[src/design/pic_consts.svh]
// constants for the pipeline interlock and exception controller
// assumes a five stage pipeline on one processor clock
`ifndef PIC_CONSTS_SVH
`define PIC_CONSTS_SVH
`define PIC_REG_AW        5
`define PIC_EXC_W         5
`define PIC_BYP_FILE      2'h0
`define PIC_BYP_EX        2'h1
`define PIC_BYP_DC        2'h2
`define PIC_STORE_HOLD    1
`define PIC_EXC_ADDR_ERR_F 5'h04
`define PIC_EXC_INT        5'h00
`define PIC_EXC_NMI        5'h1e
`define PIC_EXC_TLB_I      5'h02
`define PIC_EXC_BUS_I      5'h06
`define PIC_EXC_SYSCALL    5'h08
`define PIC_EXC_BREAK      5'h09
`define PIC_EXC_RESERVED_INSTR_EXC       5'h0a
`define PIC_EXC_COPU       5'h0b
`define PIC_EXC_OVF        5'h0c
`define PIC_EXC_TRAP       5'h0d
`define PIC_EXC_PARITY     5'h10
`define PIC_EXC_ADDR_ERR_D 5'h05
`define PIC_EXC_RESET      5'h1f
`define PIC_EXC_TLB_D      5'h03
`define PIC_EXC_TLB_MOD    5'h01
`define PIC_EXC_WATCH      5'h17
`define PIC_EXC_BUS_D      5'h07
`endif

[src/design/pic_pkg.sv]
// types for the pipeline interlock and exception controller
// assumes pic_consts.svh supplies the numeric values
`include "pic_consts.svh"
package pic_pkg;
  typedef logic [`PIC_REG_AW-1:0] pic_reg_t;
  typedef logic [`PIC_EXC_W-1:0]  pic_exc_t;
  typedef logic [1:0]             pic_byp_t;
  typedef enum logic [2:0] {
    PIC_RUN   = 3'h1,
    PIC_STALL = 3'h2,
    PIC_SLIP  = 3'h4
  } pic_mode_t;
endpackage

[src/design/pic_ctrl.sv]
// pipeline interlock, slip, exception and bypass control
// assumes fetch valid bit and hazard inputs on clk_sys; later stage valid bits are kept here
//
// Notes on behaviour
// - check all faults every cycle, all stages
// - each fault tied to one fixed stage
// - exceptions detected in their own stages
// - fault kills itself and younger, hides their faults
// - write-back commits exception, redirects, clears earlier
// - precise, in order, older fault wins
// - stalls freeze pipe, resume losing nothing
// - dirty victim to write buffer next cycle
// - miss stall ends after last refill word
// - cache op in data stage stalls till done
// - issue only when operands, resources ready
// - slip lets back end advance, inserts bubbles
// - killed instructions never cause slips
// - load or move-from use slips until data
// - move-from hi/lo waits for mul/div done
// - store then load slips one clock
// - sysctl config/status write slips one clock
// - bypass only into register-read stage
// - bypass unit drives register file addresses
// - store holds data cache, next user stalls
`timescale 1ns/100ps
module pic_ctrl
  import pic_pkg::*;
(
  input  wire logic             clk_sys,
  input  wire logic             reset_n,
  input  wire logic             fetch_valid,
  input  wire logic             rr_valid,
  input  wire logic             fetch_address_error,
  input  wire logic             nmi_req,
  input  wire logic             fetch_translation_exc,
  input  wire logic             fetch_parity_error,
  input  wire logic             external_interrupt,
  input  wire logic             fetch_bus_error,
  input  wire logic             system_call_exc,
  input  wire logic             breakpoint_exc,
  input  wire logic             coproc_unusable_exc,
  input  wire logic             reserved_instr_exc,
  input  wire logic             trap_exc,
  input  wire logic             integer_overflow_exc,
  input  wire logic             data_address_error,
  input  wire logic             soft_reset_req,
  input  wire logic             data_translation_exc,
  input  wire logic             tlb_modified_exc,
  input  wire logic             data_parity_error,
  input  wire logic             watch_exc,
  input  wire logic             data_bus_error,
  input  wire logic             instr_tlb_miss,
  input  wire logic             instr_cache_miss,
  input  wire logic             data_tlb_miss,
  input  wire logic             data_cache_miss,
  input  wire logic             victim_dirty,
  input  wire logic             refill_last_word,
  input  wire logic             cache_op_busy,
  input  wire logic             rr_nullified,
  input  wire logic             rr_uses_dcache,
  input  wire logic             rr_is_load,
  input  wire logic             rr_is_mfhilo,
  input  wire logic             muldiv_busy,
  input  wire logic             ex_is_load,
  input  wire logic             ex_is_mfsys,
  input  wire logic             ex_is_mfhilo,
  input  wire logic             ex_is_store,
  input  wire logic             ex_is_cfg_write,
  input  wire logic             ex_writes,
  input  wire logic             dc_writes,
  input  wire logic             dc_is_store,
  input  wire logic             dc_is_cache_op,
  input  wire pic_pkg::pic_reg_t rr_src_a,
  input  wire pic_pkg::pic_reg_t rr_src_b,
  input  wire pic_pkg::pic_reg_t ex_dst,
  input  wire pic_pkg::pic_reg_t dc_dst,
  input  wire pic_pkg::pic_reg_t wb_dst,
  input  wire logic             wb_writes,
  output logic                  pipe_hold,
  output logic                  rr_hold,
  output logic                  ex_bubble,
  output logic                  instr_tlb_miss_stall,
  output logic                  instr_cache_miss_stall,
  output logic                  data_tlb_miss_stall,
  output logic                  data_cache_miss_stall,
  output logic                  data_cache_busy_stall,
  output logic                  load_use_slip,
  output logic                  muldiv_busy_slip,
  output logic                  store_then_load_slip,
  output logic                  sysctl_slip,
  output logic                  victim_to_wbuf,
  output logic [3:0]            kill_stage,
  output logic                  exc_commit,
  output pic_pkg::pic_exc_t     exc_code,
  output logic                  exc_redirect,
  output logic                  arch_write_en,
  output pic_pkg::pic_byp_t     byp_sel_a,
  output pic_pkg::pic_byp_t     byp_sel_b,
  output pic_pkg::pic_reg_t     rf_raddr_a,
  output pic_pkg::pic_reg_t     rf_raddr_b,
  output pic_pkg::pic_reg_t     rf_waddr,
  output pic_pkg::pic_mode_t    pipe_mode
);
  import pic_pkg::*;

  ////////////////////////////////////////////////////////////////////////
  // exception flags carried down the pipe
  logic     ex_flag;
  logic     dc_flag;
  logic     wb_flag;
  pic_exc_t ex_code;
  pic_exc_t dc_code;
  pic_exc_t wb_code;
  logic     rr_live;
  logic     ex_live;
  logic     dc_live;
  logic     wb_live;
  logic     store_busy;
  logic     miss_active;
  logic     slip_q;
  logic     cfg_q;
  logic     rr_flag;

  // per stage detection, fixed priority inside a stage
  wire f_exc  = fetch_valid & fetch_address_error;
  wire r_exc  = rr_live & (nmi_req | fetch_translation_exc |
                fetch_parity_error | external_interrupt |
                fetch_bus_error | system_call_exc | breakpoint_exc |
                coproc_unusable_exc | reserved_instr_exc);
  wire e_exc  = ex_live & (trap_exc | integer_overflow_exc |
                data_address_error);
  wire d_exc  = dc_live & (soft_reset_req | data_translation_exc |
                tlb_modified_exc | data_parity_error | watch_exc |
                data_bus_error);

  wire pic_exc_t r_code = nmi_req ? `PIC_EXC_NMI :
                          fetch_translation_exc ? `PIC_EXC_TLB_I :
                          fetch_parity_error ? `PIC_EXC_PARITY :
                          external_interrupt ? `PIC_EXC_INT :
                          fetch_bus_error ? `PIC_EXC_BUS_I :
                          system_call_exc ? `PIC_EXC_SYSCALL :
                          breakpoint_exc ? `PIC_EXC_BREAK :
                          coproc_unusable_exc ? `PIC_EXC_COPU :
                          `PIC_EXC_RESERVED_INSTR_EXC;
  wire pic_exc_t e_code = trap_exc ? `PIC_EXC_TRAP :
                          integer_overflow_exc ? `PIC_EXC_OVF :
                          `PIC_EXC_ADDR_ERR_D;
  wire pic_exc_t d_code = soft_reset_req ? `PIC_EXC_RESET :
                          data_translation_exc ? `PIC_EXC_TLB_D :
                          tlb_modified_exc ? `PIC_EXC_TLB_MOD :
                          data_parity_error ? `PIC_EXC_PARITY :
                          watch_exc ? `PIC_EXC_WATCH :
                          `PIC_EXC_BUS_D;

  // oldest flagged instruction kills itself and everything younger
  wire dc_fault = dc_live & (dc_flag | d_exc);
  wire ex_fault = ex_live & (ex_flag | e_exc);
  wire commit   = wb_live & wb_flag;
  wire kill_dc  = commit;
  wire kill_ex  = commit | dc_fault;
  wire kill_rr  = kill_ex | ex_fault;
  wire kill_f   = kill_rr | r_exc | (rr_live & rr_flag);

  ////////////////////////////////////////////////////////////////////////
  // stalls, masked for killed instructions
  wire s_itm = rr_live & ~kill_rr & instr_tlb_miss;
  wire s_icm = rr_live & ~kill_rr & instr_cache_miss;
  wire s_dtm = dc_live & ~kill_dc & data_tlb_miss;
  wire s_dcm = dc_live & ~kill_dc & (data_cache_miss | miss_active)
               & ~refill_last_word;
  wire s_cop = dc_live & ~kill_dc & dc_is_cache_op
               & cache_op_busy;
  wire s_dcb = (store_busy & rr_live & ~kill_rr & rr_uses_dcache)
               | s_cop;
  wire stall = s_itm | s_icm | s_dtm | s_dcm | s_dcb;

  ////////////////////////////////////////////////////////////////////////
  // slips: only live, unkilled register-read instruction
  wire rr_ok   = rr_live & ~rr_nullified & ~kill_rr;
  wire hit_a_e = ex_writes & (ex_dst == rr_src_a) & (ex_dst != '0);
  wire hit_b_e = ex_writes & (ex_dst == rr_src_b) & (ex_dst != '0);
  wire hit_a_d = dc_writes & (dc_dst == rr_src_a) & (dc_dst != '0);
  wire hit_b_d = dc_writes & (dc_dst == rr_src_b) & (dc_dst != '0);
  wire ex_late = ex_live & (ex_is_load | ex_is_mfsys | ex_is_mfhilo);
  wire p_ldi   = rr_ok & ex_late & (hit_a_e | hit_b_e);
  wire p_mdi   = rr_ok & rr_is_mfhilo & muldiv_busy;
  wire p_sli   = rr_ok & rr_is_load & ex_live & ex_is_store
                 & ~slip_q;
  wire p_cp0   = rr_ok & ex_live & ex_is_cfg_write & ~cfg_q;
  wire slip    = ~stall & (p_ldi | p_mdi | p_sli | p_cp0);

  ////////////////////////////////////////////////////////////////////////
  // bypass selection into register-read only
  assign byp_sel_a = hit_a_e ? `PIC_BYP_EX :
                     hit_a_d ? `PIC_BYP_DC : `PIC_BYP_FILE;
  assign byp_sel_b = hit_b_e ? `PIC_BYP_EX :
                     hit_b_d ? `PIC_BYP_DC : `PIC_BYP_FILE;
  assign rf_raddr_a = rr_src_a;
  assign rf_raddr_b = rr_src_b;
  assign rf_waddr   = wb_dst;

  ////////////////////////////////////////////////////////////////////////
  // status outputs
  assign pipe_hold   = stall;
  assign rr_hold     = stall | slip;
  assign ex_bubble   = slip | kill_rr;
  assign instr_tlb_miss_stall   = s_itm;
  assign instr_cache_miss_stall = s_icm;
  assign data_tlb_miss_stall    = s_dtm;
  assign data_cache_miss_stall  = s_dcm;
  assign data_cache_busy_stall  = s_dcb;
  assign load_use_slip          = slip & p_ldi;
  assign muldiv_busy_slip       = slip & p_mdi;
  assign store_then_load_slip   = slip & p_sli;
  assign sysctl_slip            = slip & p_cp0;
  assign kill_stage    = {kill_dc, kill_ex, kill_rr, kill_f};
  assign exc_commit    = commit & ~stall;
  assign exc_code      = wb_code;
  assign exc_redirect  = commit & ~stall;
  assign arch_write_en = wb_live & ~wb_flag & wb_writes
                         & ~stall;
  assign pipe_mode     = stall ? PIC_STALL : slip ? PIC_SLIP : PIC_RUN;

  ////////////////////////////////////////////////////////////////////////
  // stage occupancy and flag pipeline, advanced only when not stalled
  always_ff @(posedge clk_sys or negedge reset_n) begin
    if (!reset_n) begin
      rr_live <= 1'b0;
      ex_live <= 1'b0;
      dc_live <= 1'b0;
      wb_live <= 1'b0;
      ex_flag <= 1'b0;
      dc_flag <= 1'b0;
      wb_flag <= 1'b0;
      ex_code <= '0;
      dc_code <= '0;
      wb_code <= '0;
    end else if (!stall) begin
      wb_live <= dc_live & ~kill_dc;
      wb_flag <= dc_fault & ~kill_dc;
      wb_code <= dc_flag ? dc_code : d_code;
      dc_live <= ex_live & ~kill_ex;
      dc_flag <= ex_fault & ~kill_ex;
      dc_code <= ex_flag ? ex_code : e_code;
      if (!slip) begin
        ex_live <= rr_live & ~kill_rr;
        ex_flag <= (r_exc | rr_flag) & ~kill_rr;
        ex_code <= rr_flag ? `PIC_EXC_ADDR_ERR_F : r_code;
        rr_live <= fetch_valid & ~kill_f;
      end else begin
        ex_live <= 1'b0;
        ex_flag <= 1'b0;
        if (kill_rr) rr_live <= 1'b0;
      end
    end
  end

  always_ff @(posedge clk_sys or negedge reset_n) begin
    if (!reset_n) begin
      rr_flag <= 1'b0;
    end else if (!stall && !slip) begin
      rr_flag <= f_exc & ~kill_f;
    end else if (kill_rr) begin
      rr_flag <= 1'b0;
    end
  end

  ////////////////////////////////////////////////////////////////////////
  // miss, write buffer and one-clock slip bookkeeping
  always_ff @(posedge clk_sys or negedge reset_n) begin
    if (!reset_n) begin
      miss_active    <= 1'b0;
      victim_to_wbuf <= 1'b0;
      store_busy     <= 1'b0;
      slip_q         <= 1'b0;
      cfg_q          <= 1'b0;
    end else begin
      miss_active    <= s_dcm;
      victim_to_wbuf <= dc_live & data_cache_miss & victim_dirty
                        & ~miss_active;
      store_busy     <= ~stall & dc_live & dc_is_store
                        & ~kill_dc;
      slip_q         <= slip & p_sli;
      cfg_q          <= slip & p_cp0;
    end
  end

  a_stall_holds: assert property (
    @(posedge clk_sys) disable iff (!reset_n)
    stall |=> $stable(wb_live) && $stable(dc_live))
    else $error("stage moved during stall");
  a_slip_bubble: assert property (
    @(posedge clk_sys) disable iff (!reset_n)
    slip |=> !ex_live)
    else $error("no bubble after slip");
  a_sli_one: assert property (
    @(posedge clk_sys) disable iff (!reset_n)
    store_then_load_slip |=> !store_then_load_slip)
    else $error("store-load slip over one clock");
  a_cp0_one: assert property (
    @(posedge clk_sys) disable iff (!reset_n)
    sysctl_slip |=> !sysctl_slip)
    else $error("sysctl slip over one clock");
  a_kill_order: assert property (
    @(posedge clk_sys) disable iff (!reset_n)
    kill_stage[2] |-> kill_stage[1] && kill_stage[0])
    else $error("younger stage not killed");
  a_no_arch_wr: assert property (
    @(posedge clk_sys) disable iff (!reset_n)
    stall |-> !arch_write_en && !exc_commit)
    else $error("state updated in stall");
  a_killed_slip: assert property (
    @(posedge clk_sys) disable iff (!reset_n)
    (kill_rr || rr_nullified) |-> !load_use_slip && !muldiv_busy_slip)
    else $error("killed instruction slipped");
  a_victim_move: assert property (
    @(posedge clk_sys) disable iff (!reset_n)
    (dc_live && data_cache_miss && victim_dirty && !miss_active)
      |=> victim_to_wbuf)
    else $error("dirty victim not moved");
  a_refill_end: assert property (
    @(posedge clk_sys) disable iff (!reset_n)
    refill_last_word |-> !data_cache_miss_stall)
    else $error("stall after last refill word");
  a_byp_ex: assert property (
    @(posedge clk_sys) disable iff (!reset_n)
    (ex_writes && ex_dst == rr_src_a && ex_dst != '0)
      |-> byp_sel_a == `PIC_BYP_EX)
    else $error("bypass not from execute");
endmodule

[config.mk]
export PLATFORM = sky130hd
export DESIGN_NAME = pic_ctrl
export DESIGN_NICKNAME = d
export VERILOG_FILES = /design/src/design/pic_pkg.sv /design/src/design/pic_ctrl.sv
export VERILOG_INCLUDE_DIRS = /design/src /design/src/design
export SDC_FILE = /design/constraint.sdc
export NUM_CORES = 1
export LEC_CHECK = 0
export BUFFER_PORTS_ARGS = -buffer_cell sky130_fd_sc_hd__buf_2
export CORE_AREA = 5 5 71 73
export DETAILED_ROUTE_END_ITERATION = 6
export DIE_AREA = 0 0 76 78
export GPL_TIMING_DRIVEN = 0
export PLACE_DENSITY = 0.85
export REMOVE_ABC_BUFFERS = 1
export SYNTH_ARGS = -nofsm -noshare
export SYNTH_HDL_FRONTEND = slang
export SYNTH_SLANG_ARGS = --single-unit
[constraint.sdc]
create_clock -name clk_sys -period 4.85 [get_ports clk_sys]
set_input_delay 0.7275 -clock clk_sys [delete_from_list [all_inputs] [get_ports clk_sys]]
set_output_delay 0.7275 -clock clk_sys [all_outputs]
set_load 0.05 [all_outputs]
==> out/metrics.cfg, run 1 <==
[pwr]
p_leak_nw = 1.251
p_sw_uw = 687.4
ir_drop_mv = 0.1942
internal_power_uw = 603.2
pwr-share-comb = 0.605
p_clk_frac = 0.096
p_total_mw = 1.291
power_density_nw_per_um2 = 532.2
seqPwrFrac = 0.299
switching_share = 0.5326

[placed_design]
place_ws_ns = 0.8849
dp_hpwl_mm = 4.302
place_congestion = 0.9436
numPortBuffers = 105
placed_cells = 357
placed_area_um2 = 2384

[floorplanning]
die-area_um2 = 5928
ioPinCount = 117
die_h_um = 78
rows = 24
core-area_um2 = 4294
die_w_um = 76
start_util = 0.4712

[route]
via_count = 1951
wire_per_inst_um = 14.34
drt_iter0_drc = 91
drc_errors = 0
ant_nets = 0
wl_mm = 5.163
avgViaCountPerCell = 5.419
dr.pass1.iters = 4

[sta]
hold_viol = 0
fin_hold_ws_ns = 0.4608
final.period_utilization = 0.8174
max_freq_ghz = 0.2523
setup_viol = 0
rsz0062_at_grt = false
worst_slack_ns = 0.8857
max-slew-margin-rel = 0.3903
period_needed_ns = 3.964
tns_ns = 0
finClkSkew_ns = 0.01189
finalMaxSlewViolations = 0
tightest_slew_ns = 0.9145

[clock_tree]
cts_made_buffers = 3
clock-sinks = 28
cts_setup_buffers = 0
clock_latency_ns = 0.27
cts_root_buffer = clkbuf_8
path_clk_slew_ns = 0.10
cts_tree = done
cts-resized-gates = 0
cts.hold.buffers_added = 0
cts_max_level = 1
cts.path.max_buffers = 2

[yosys]
synth_area_per_cell_um2 = 8.758
synth.most_common_cell = dfrtp_1
synth_edf_count = 0
synth_top_area_share = 0.3463
yosysWarnings = 0
synthFlopType = dfrtp_1
ys_top_cells_by_area = dfrtp_1 35%, buf_4 9.6%, xor2_1 6.1%
synth_cell_types = 46
synthArstFlopShare = 1.000
synthTopCellsByCount = 28 x dfrtp_1, 26 x buf_4, 24 x nand2_1
yosysTopAreaCell = dfrtp_1
yosysSeqAreaShare = 0.3463
synthCells = 231
syn-cell-area_um2 = 2023
synth_seq_cells = 28

[final_layout]
n_antenna_cell = 0
area_growth_pct = 19.85
final_area_um2 = 2425
fin_util = 0.5647
final_layout_size_suffix_gt1_frac = 0.3961
fin_nets = 380
stdcell_count = 360

[setup_path]
required_ns = 4.12
cp-startpoint = soft_reset_req
worstSetupPathType = in -> out
path_max_fanout = 40
start_kind = primary input
crit_path_end_kind = output port
cp.arrival_ns = 3.24
reg2reg_from = dc_flag

[global_route]
grt_util_all_layers = 0.1744
antenna_found_initial = 0
overflow = 0
grt_max_degree = 41
grt_pass1_vias = 1997
grt_pass1_wl_mm = 8.783

[hold_path]
holdCritPathClass = in -> async

[job]
maxCapViolCount = 0

[outcome]
status = finished clean

final cells by class:
cell class                 instances  area [µm²]
tap                               52       65.06
multi-input combinational        163        1054
inverter                           9       38.79
clock buffer                       3       41.29
timing repair buffer             105       525.5
sequential                        28       700.7
fill                             400        1869
cells by family (layout without fill, tap and decap cells):
logic type,after synthesis,in the layout,share of synthesized area
compound gates,49,49,0.1658
flops,28,28,0.3463
buf+inv,40,117,0.1330
mux,8,8,0.05195
xor+xnor,20,20,0.08658
simple gates,86,86,0.2165
power groups by stage:
stage | Clock (mW) | Combinational, mW | Sequential (mW)
4_1_cts | 0.125 | 0.789 | 0.386
6_report | 0.124 | 0.781 | 0.385
5_1_grt | 0.131 | 0.846 | 0.399
2_1_floorplan | 0 | 0.512 | 0.449
3_5_place_dp | 0 | 0.785 | 0.391
3_3_place_gp | 0 | 0.772 | 0.387
critical path, cell delays in order:
cell	delay [ns]
buf_2	0.15
o41ai_4	0.39
nand3_2	0.17
nor2b_2	0.40
inv_4	0.09
o22ai_4	0.72
or2_2	0.30
nor2_1	0.07
buf_2	0.21
worst paths after layout:
path / end / slack (ns) / depth (start not counted)
worst min register to register: exc_code[3] / 0.47 / 2
worst min-delay path: dc_flag / 0.46 / 1
min in group clk_sys: exc_code[3] / 0.47 / 2
worst max register to register: ex_code[3] / 1.80 / 9
max in group asynchronous: exc_code[3] / 3.98 / 1
worst max-delay path: store_then_load_slip / 0.89 / 9
per-layer routing:
layer	global-route usage	share of wire
met1	0.2042	0.40
met2	0.2971	0.46
met3	0.06597	0.12
met4	0.04982	0.015
met5	0	0
cell usage in the layout, fill, tap and decap left out, types with 2 or more instances in the layout:
master and instances:
buf_2 105, dfrtp_1 28, nand2_1 24, nor2_1 23, o21ai_0 19, xor2_1 14
a21oi_1 10, nor3_1 8, inv_1 7, or4_1 6, xnor2_1 6, nand3_1 5
nor4_1 5, mux2_4 5, o31ai_1 3, and3_1 3, mux2i_1 3, clkbuf_8 3
inv_4 2, and3b_1 2, nand4b_1 2, a22o_1 2, a21o_1 2
Note: power is estimated with default switching activity, not from simulation.
==> inputs of run 2 (changes only) <==
ABC_AREA = 1   (was default)
CORE_AREA = 5 5 76 78   (was 5 5 71 73)
DIE_AREA = 0 0 81 83   (was 0 0 76 78)
PLACE_DENSITY = 0.78   (was 0.85)
clock period = 3.91 ns   (was 4.85 ns; I/O delays follow)
==> run 2 against run 1 <==
- sequential share of layout area decreased by 2.3 points
- non-clock buffer count unchanged
- clock skew fell by 0.0055 ns
- critical path depth grew 2
- utilization decreased by 3.8 points
- critical path type is now reg -> out
- sequential cell count unchanged
- final area grew 8.8%
- area after synthesis increased by 7.5%
- sequential power rose by 20%
- hold slack lost 0.14 ns
- setup slack worse by 0.34 ns
==> out/metrics.cfg, run 2 <==
[clock_tree]
cts_made_buffers = 3  ; unchanged
cts.path.max_buffers = 2  ; unchanged
cts_root_buffer = clkbuf_8
cts_tree = done
cts_setup_buffers = 0  ; unchanged
clock_latency_ns = 0.27  ; about the same
cts-resized-gates = 0  ; unchanged
path_clk_slew_ns = 0.09  ; about the same
cts.hold.buffers_added = 0  ; unchanged
cts_max_level = 1  ; unchanged
clock-sinks = 28  ; unchanged

[yosys]
ys_top_cells_by_area = dfrtp_1 32%, nand2_1 13%, inv_1 8.1%
synthFlopType = dfrtp_1
synthTopCellsByCount = 76 x nand2_1, 47 x inv_1, 34 x nor2_1
synthCells = 316  ; +37%
synthMuxAreaShare = 0  ; -0.05195
syn-cell-area_um2 = 2176  ; +7.5%
yosys.area_share.adder = 0  ; unchanged
synth_xor_area_frac = 0.03220  ; -0.05438
synth.most_common_cell = nand2_1
yosysSeqAreaShare = 0.3220  ; -0.02430
synth_seq_cells = 28  ; unchanged
yosysTopAreaCell = dfrtp_1
synth_edf_count = 0  ; unchanged
synth_top_area_share = 0.3220  ; -0.02430
synthArstFlopShare = 1.000  ; unchanged
synth_compound_area_frac = 0.09891  ; -0.06683
yosys.area_share.simple = 0.3565  ; +0.1401
synth_top_family_by_area = simple AND/OR/NAND/NOR gates
synth_area_per_cell_um2 = 6.886  ; -21%
yosysWarnings = 0  ; unchanged
synth_cell_types = 32  ; -30%

[sta]
period_needed_ns = 3.364
final.period_utilization = 0.8603
finalMaxSlewViolations = 0  ; unchanged
rsz0062_at_grt = false
max-slew-margin-rel = 0.3490  ; -0.04131
max_freq_ghz = 0.2973
tns_ns = 0  ; unchanged
finClkSkew_ns = 0.006383  ; -0.005506 ns
tightest_slew_ns = 0.9754  ; +0.06092 ns
hold_viol = 0  ; unchanged
setup_viol = 0  ; unchanged

[setup_path]
worstSetupPathType = reg -> out
cp_top_family = simple AND/OR/NAND/NOR gates
cpMaxStageDelayCell = nor2_2
start_kind = flop
rrSetupSlack_ns = 1.62  ; -0.18 ns
reg2reg_from = ex_flag
r2r-end = slip_q
crit_path_end_kind = output port
cp.arrival_ns = 2.78  ; -0.46 ns
required_ns = 3.32  ; -0.80 ns
crit_chain = inv_2 -> nand4_1 -> nand2_1 -> nand3_4 -> nor2_4 -> nand2_2 -> nand3_2 -> nor2_2 -> o21ai_2 -> nor2_1 -> buf_2
path_max_fanout = 20  ; -50%
crit_buf_inv = 2  ; -1
max_stage_delay_ns = 0.75  ; +0.03 ns
reg2reg_depth = 10  ; +1

[global_route]
grt_max_degree = 29  ; -29%
antenna_found_initial = 0  ; unchanged
overflow = 0  ; unchanged
grt_util_all_layers = 0.1637  ; -0.01064
grt_pass1_wl_mm = 9.163  ; +4.3%
grt_pass1_vias = 2091  ; +4.7%

[final_layout]
layout_common_cells = 105 x buf_2, 76 x nand2_1, 47 x inv_1
area_growth_pct = 21.22
fin_nets = 468  ; +23%
layout_commonest_cell = buf_2
n_antenna_cell = 0  ; unchanged
final_layout_size_suffix_gt1_frac = 0.3350  ; -0.06109

[pwr]
seqPwrFrac = 0.289  ; -0.010
internal_power_uw = 764.8  ; +27%
p_total_mw = 1.601  ; +24%
p_clk_frac = 0.142  ; +0.046
switching_share = 0.5222  ; -0.01039
ir_drop_mv = 0.4218  ; +120%
p_leak_nw = 1.556  ; +24%
p_sw_uw = 836.0  ; +22%
pwr-share-comb = 0.569  ; -0.036
power_density_nw_per_um2 = 606.9  ; +14%

[route]
dr.max_layer_used = met4
wire_per_inst_um = 11.76  ; -18%
dr.pass1.iters = 4  ; unchanged
drc_errors = 0  ; unchanged
met1Wirelength_mm = 2.471  ; +19%
via_count = 2167  ; +11%
drt_iter0_drc = 81  ; -11%
avgViaCountPerCell = 4.640  ; -14%
wl_mm = 5.492  ; +6.4%
ant_nets = 0  ; unchanged
route.met3.wl_um = 336  ; -46%
wl_met2_mm = 2.622  ; +10%

[floorplanning]
die_h_um = 83  ; +6.4%
core-area_um2 = 5010  ; +17%
ioPinCount = 117  ; unchanged
rows = 26  ; +8.3%
start_util = 0.4343  ; -0.03684
die_w_um = 81  ; +6.6%
die-area_um2 = 6723  ; +13%

[job]
maxCapViolCount = 0  ; unchanged

[placed_design]
numPortBuffers = 105  ; unchanged
place_congestion = 0.8740  ; -7.4%
dp_hpwl_mm = 4.596  ; +6.8%

[hold_path]
holdCritPathClass = in -> async

[outcome]
status = finished clean

[run 2: how the worst max path moves through the flow]
stage / from / endpoint / slack (ns) / cells after the start
after floorplan: wb_flag / load_use_slip / 0.48 / 10
after global placement: integer_overflow_exc / store_then_load_slip / 0.64 / 12
after detailed placement: integer_overflow_exc / sysctl_slip / 0.59 / 12
after CTS: ex_flag / sysctl_slip / 0.53 / 11
after global routing: wb_flag / store_then_load_slip / 0.32 / 11
final: ex_flag / store_then_load_slip / 0.55 / 11
[run 2: logic make-up after synthesis]
group	after synthesis
simple gates	165
buf+inv	79
compound gates	36
flops	28
xor+xnor	8
[run 2: cell type report]
| cell class | instances | area (µm²) |
|---|---|---|
| fillers | 526 | 2372 |
| inverters | 51 | 191.4 |
| flip-flops and latches | 28 | 700.7 |
| clock inverters | 1 | 30.03 |
| well taps | 70 | 87.58 |
| repair buffers | 105 | 525.5 |
| multi-input cells | 209 | 1061 |
| clock buffers | 3 | 41.29 |
[run 2: metrics by stage]
step	hold slack, ns	std cells	worst slack (ns)	instance area, µm²	utilization
after floorplan	0.2909	288	0.4775	1953	-
after global placement	0.4073	463	0.6417	2566	0.5122
after detailed placement	0.4147	463	0.5877	2566	0.5122
after CTS	0.3411	467	0.5348	2638	0.5265
after global routing	0.3659	467	0.3156	2638	0.5265
final	0.3159	467	0.5462	2638	0.5265
[run 2: power groups by stage]
stage                     Sequential (mW)  Combinational, mW  Clock (mW)
after global placement              0.465              0.897           0
after CTS                           0.463              0.921       0.230
after floorplan                     0.546              0.584           0
after detailed placement            0.469              0.918           0
final                               0.462              0.911       0.228
after global routing                0.477              0.997       0.239
[run 2: per-layer routing]
layer / vias up / track usage
li1: 1139 / -
met1: 946 / 0.2231
met2: 78 / 0.2659
met3: 4 / 0.02706
met4: 0 / 0.04301
met5: - / 0
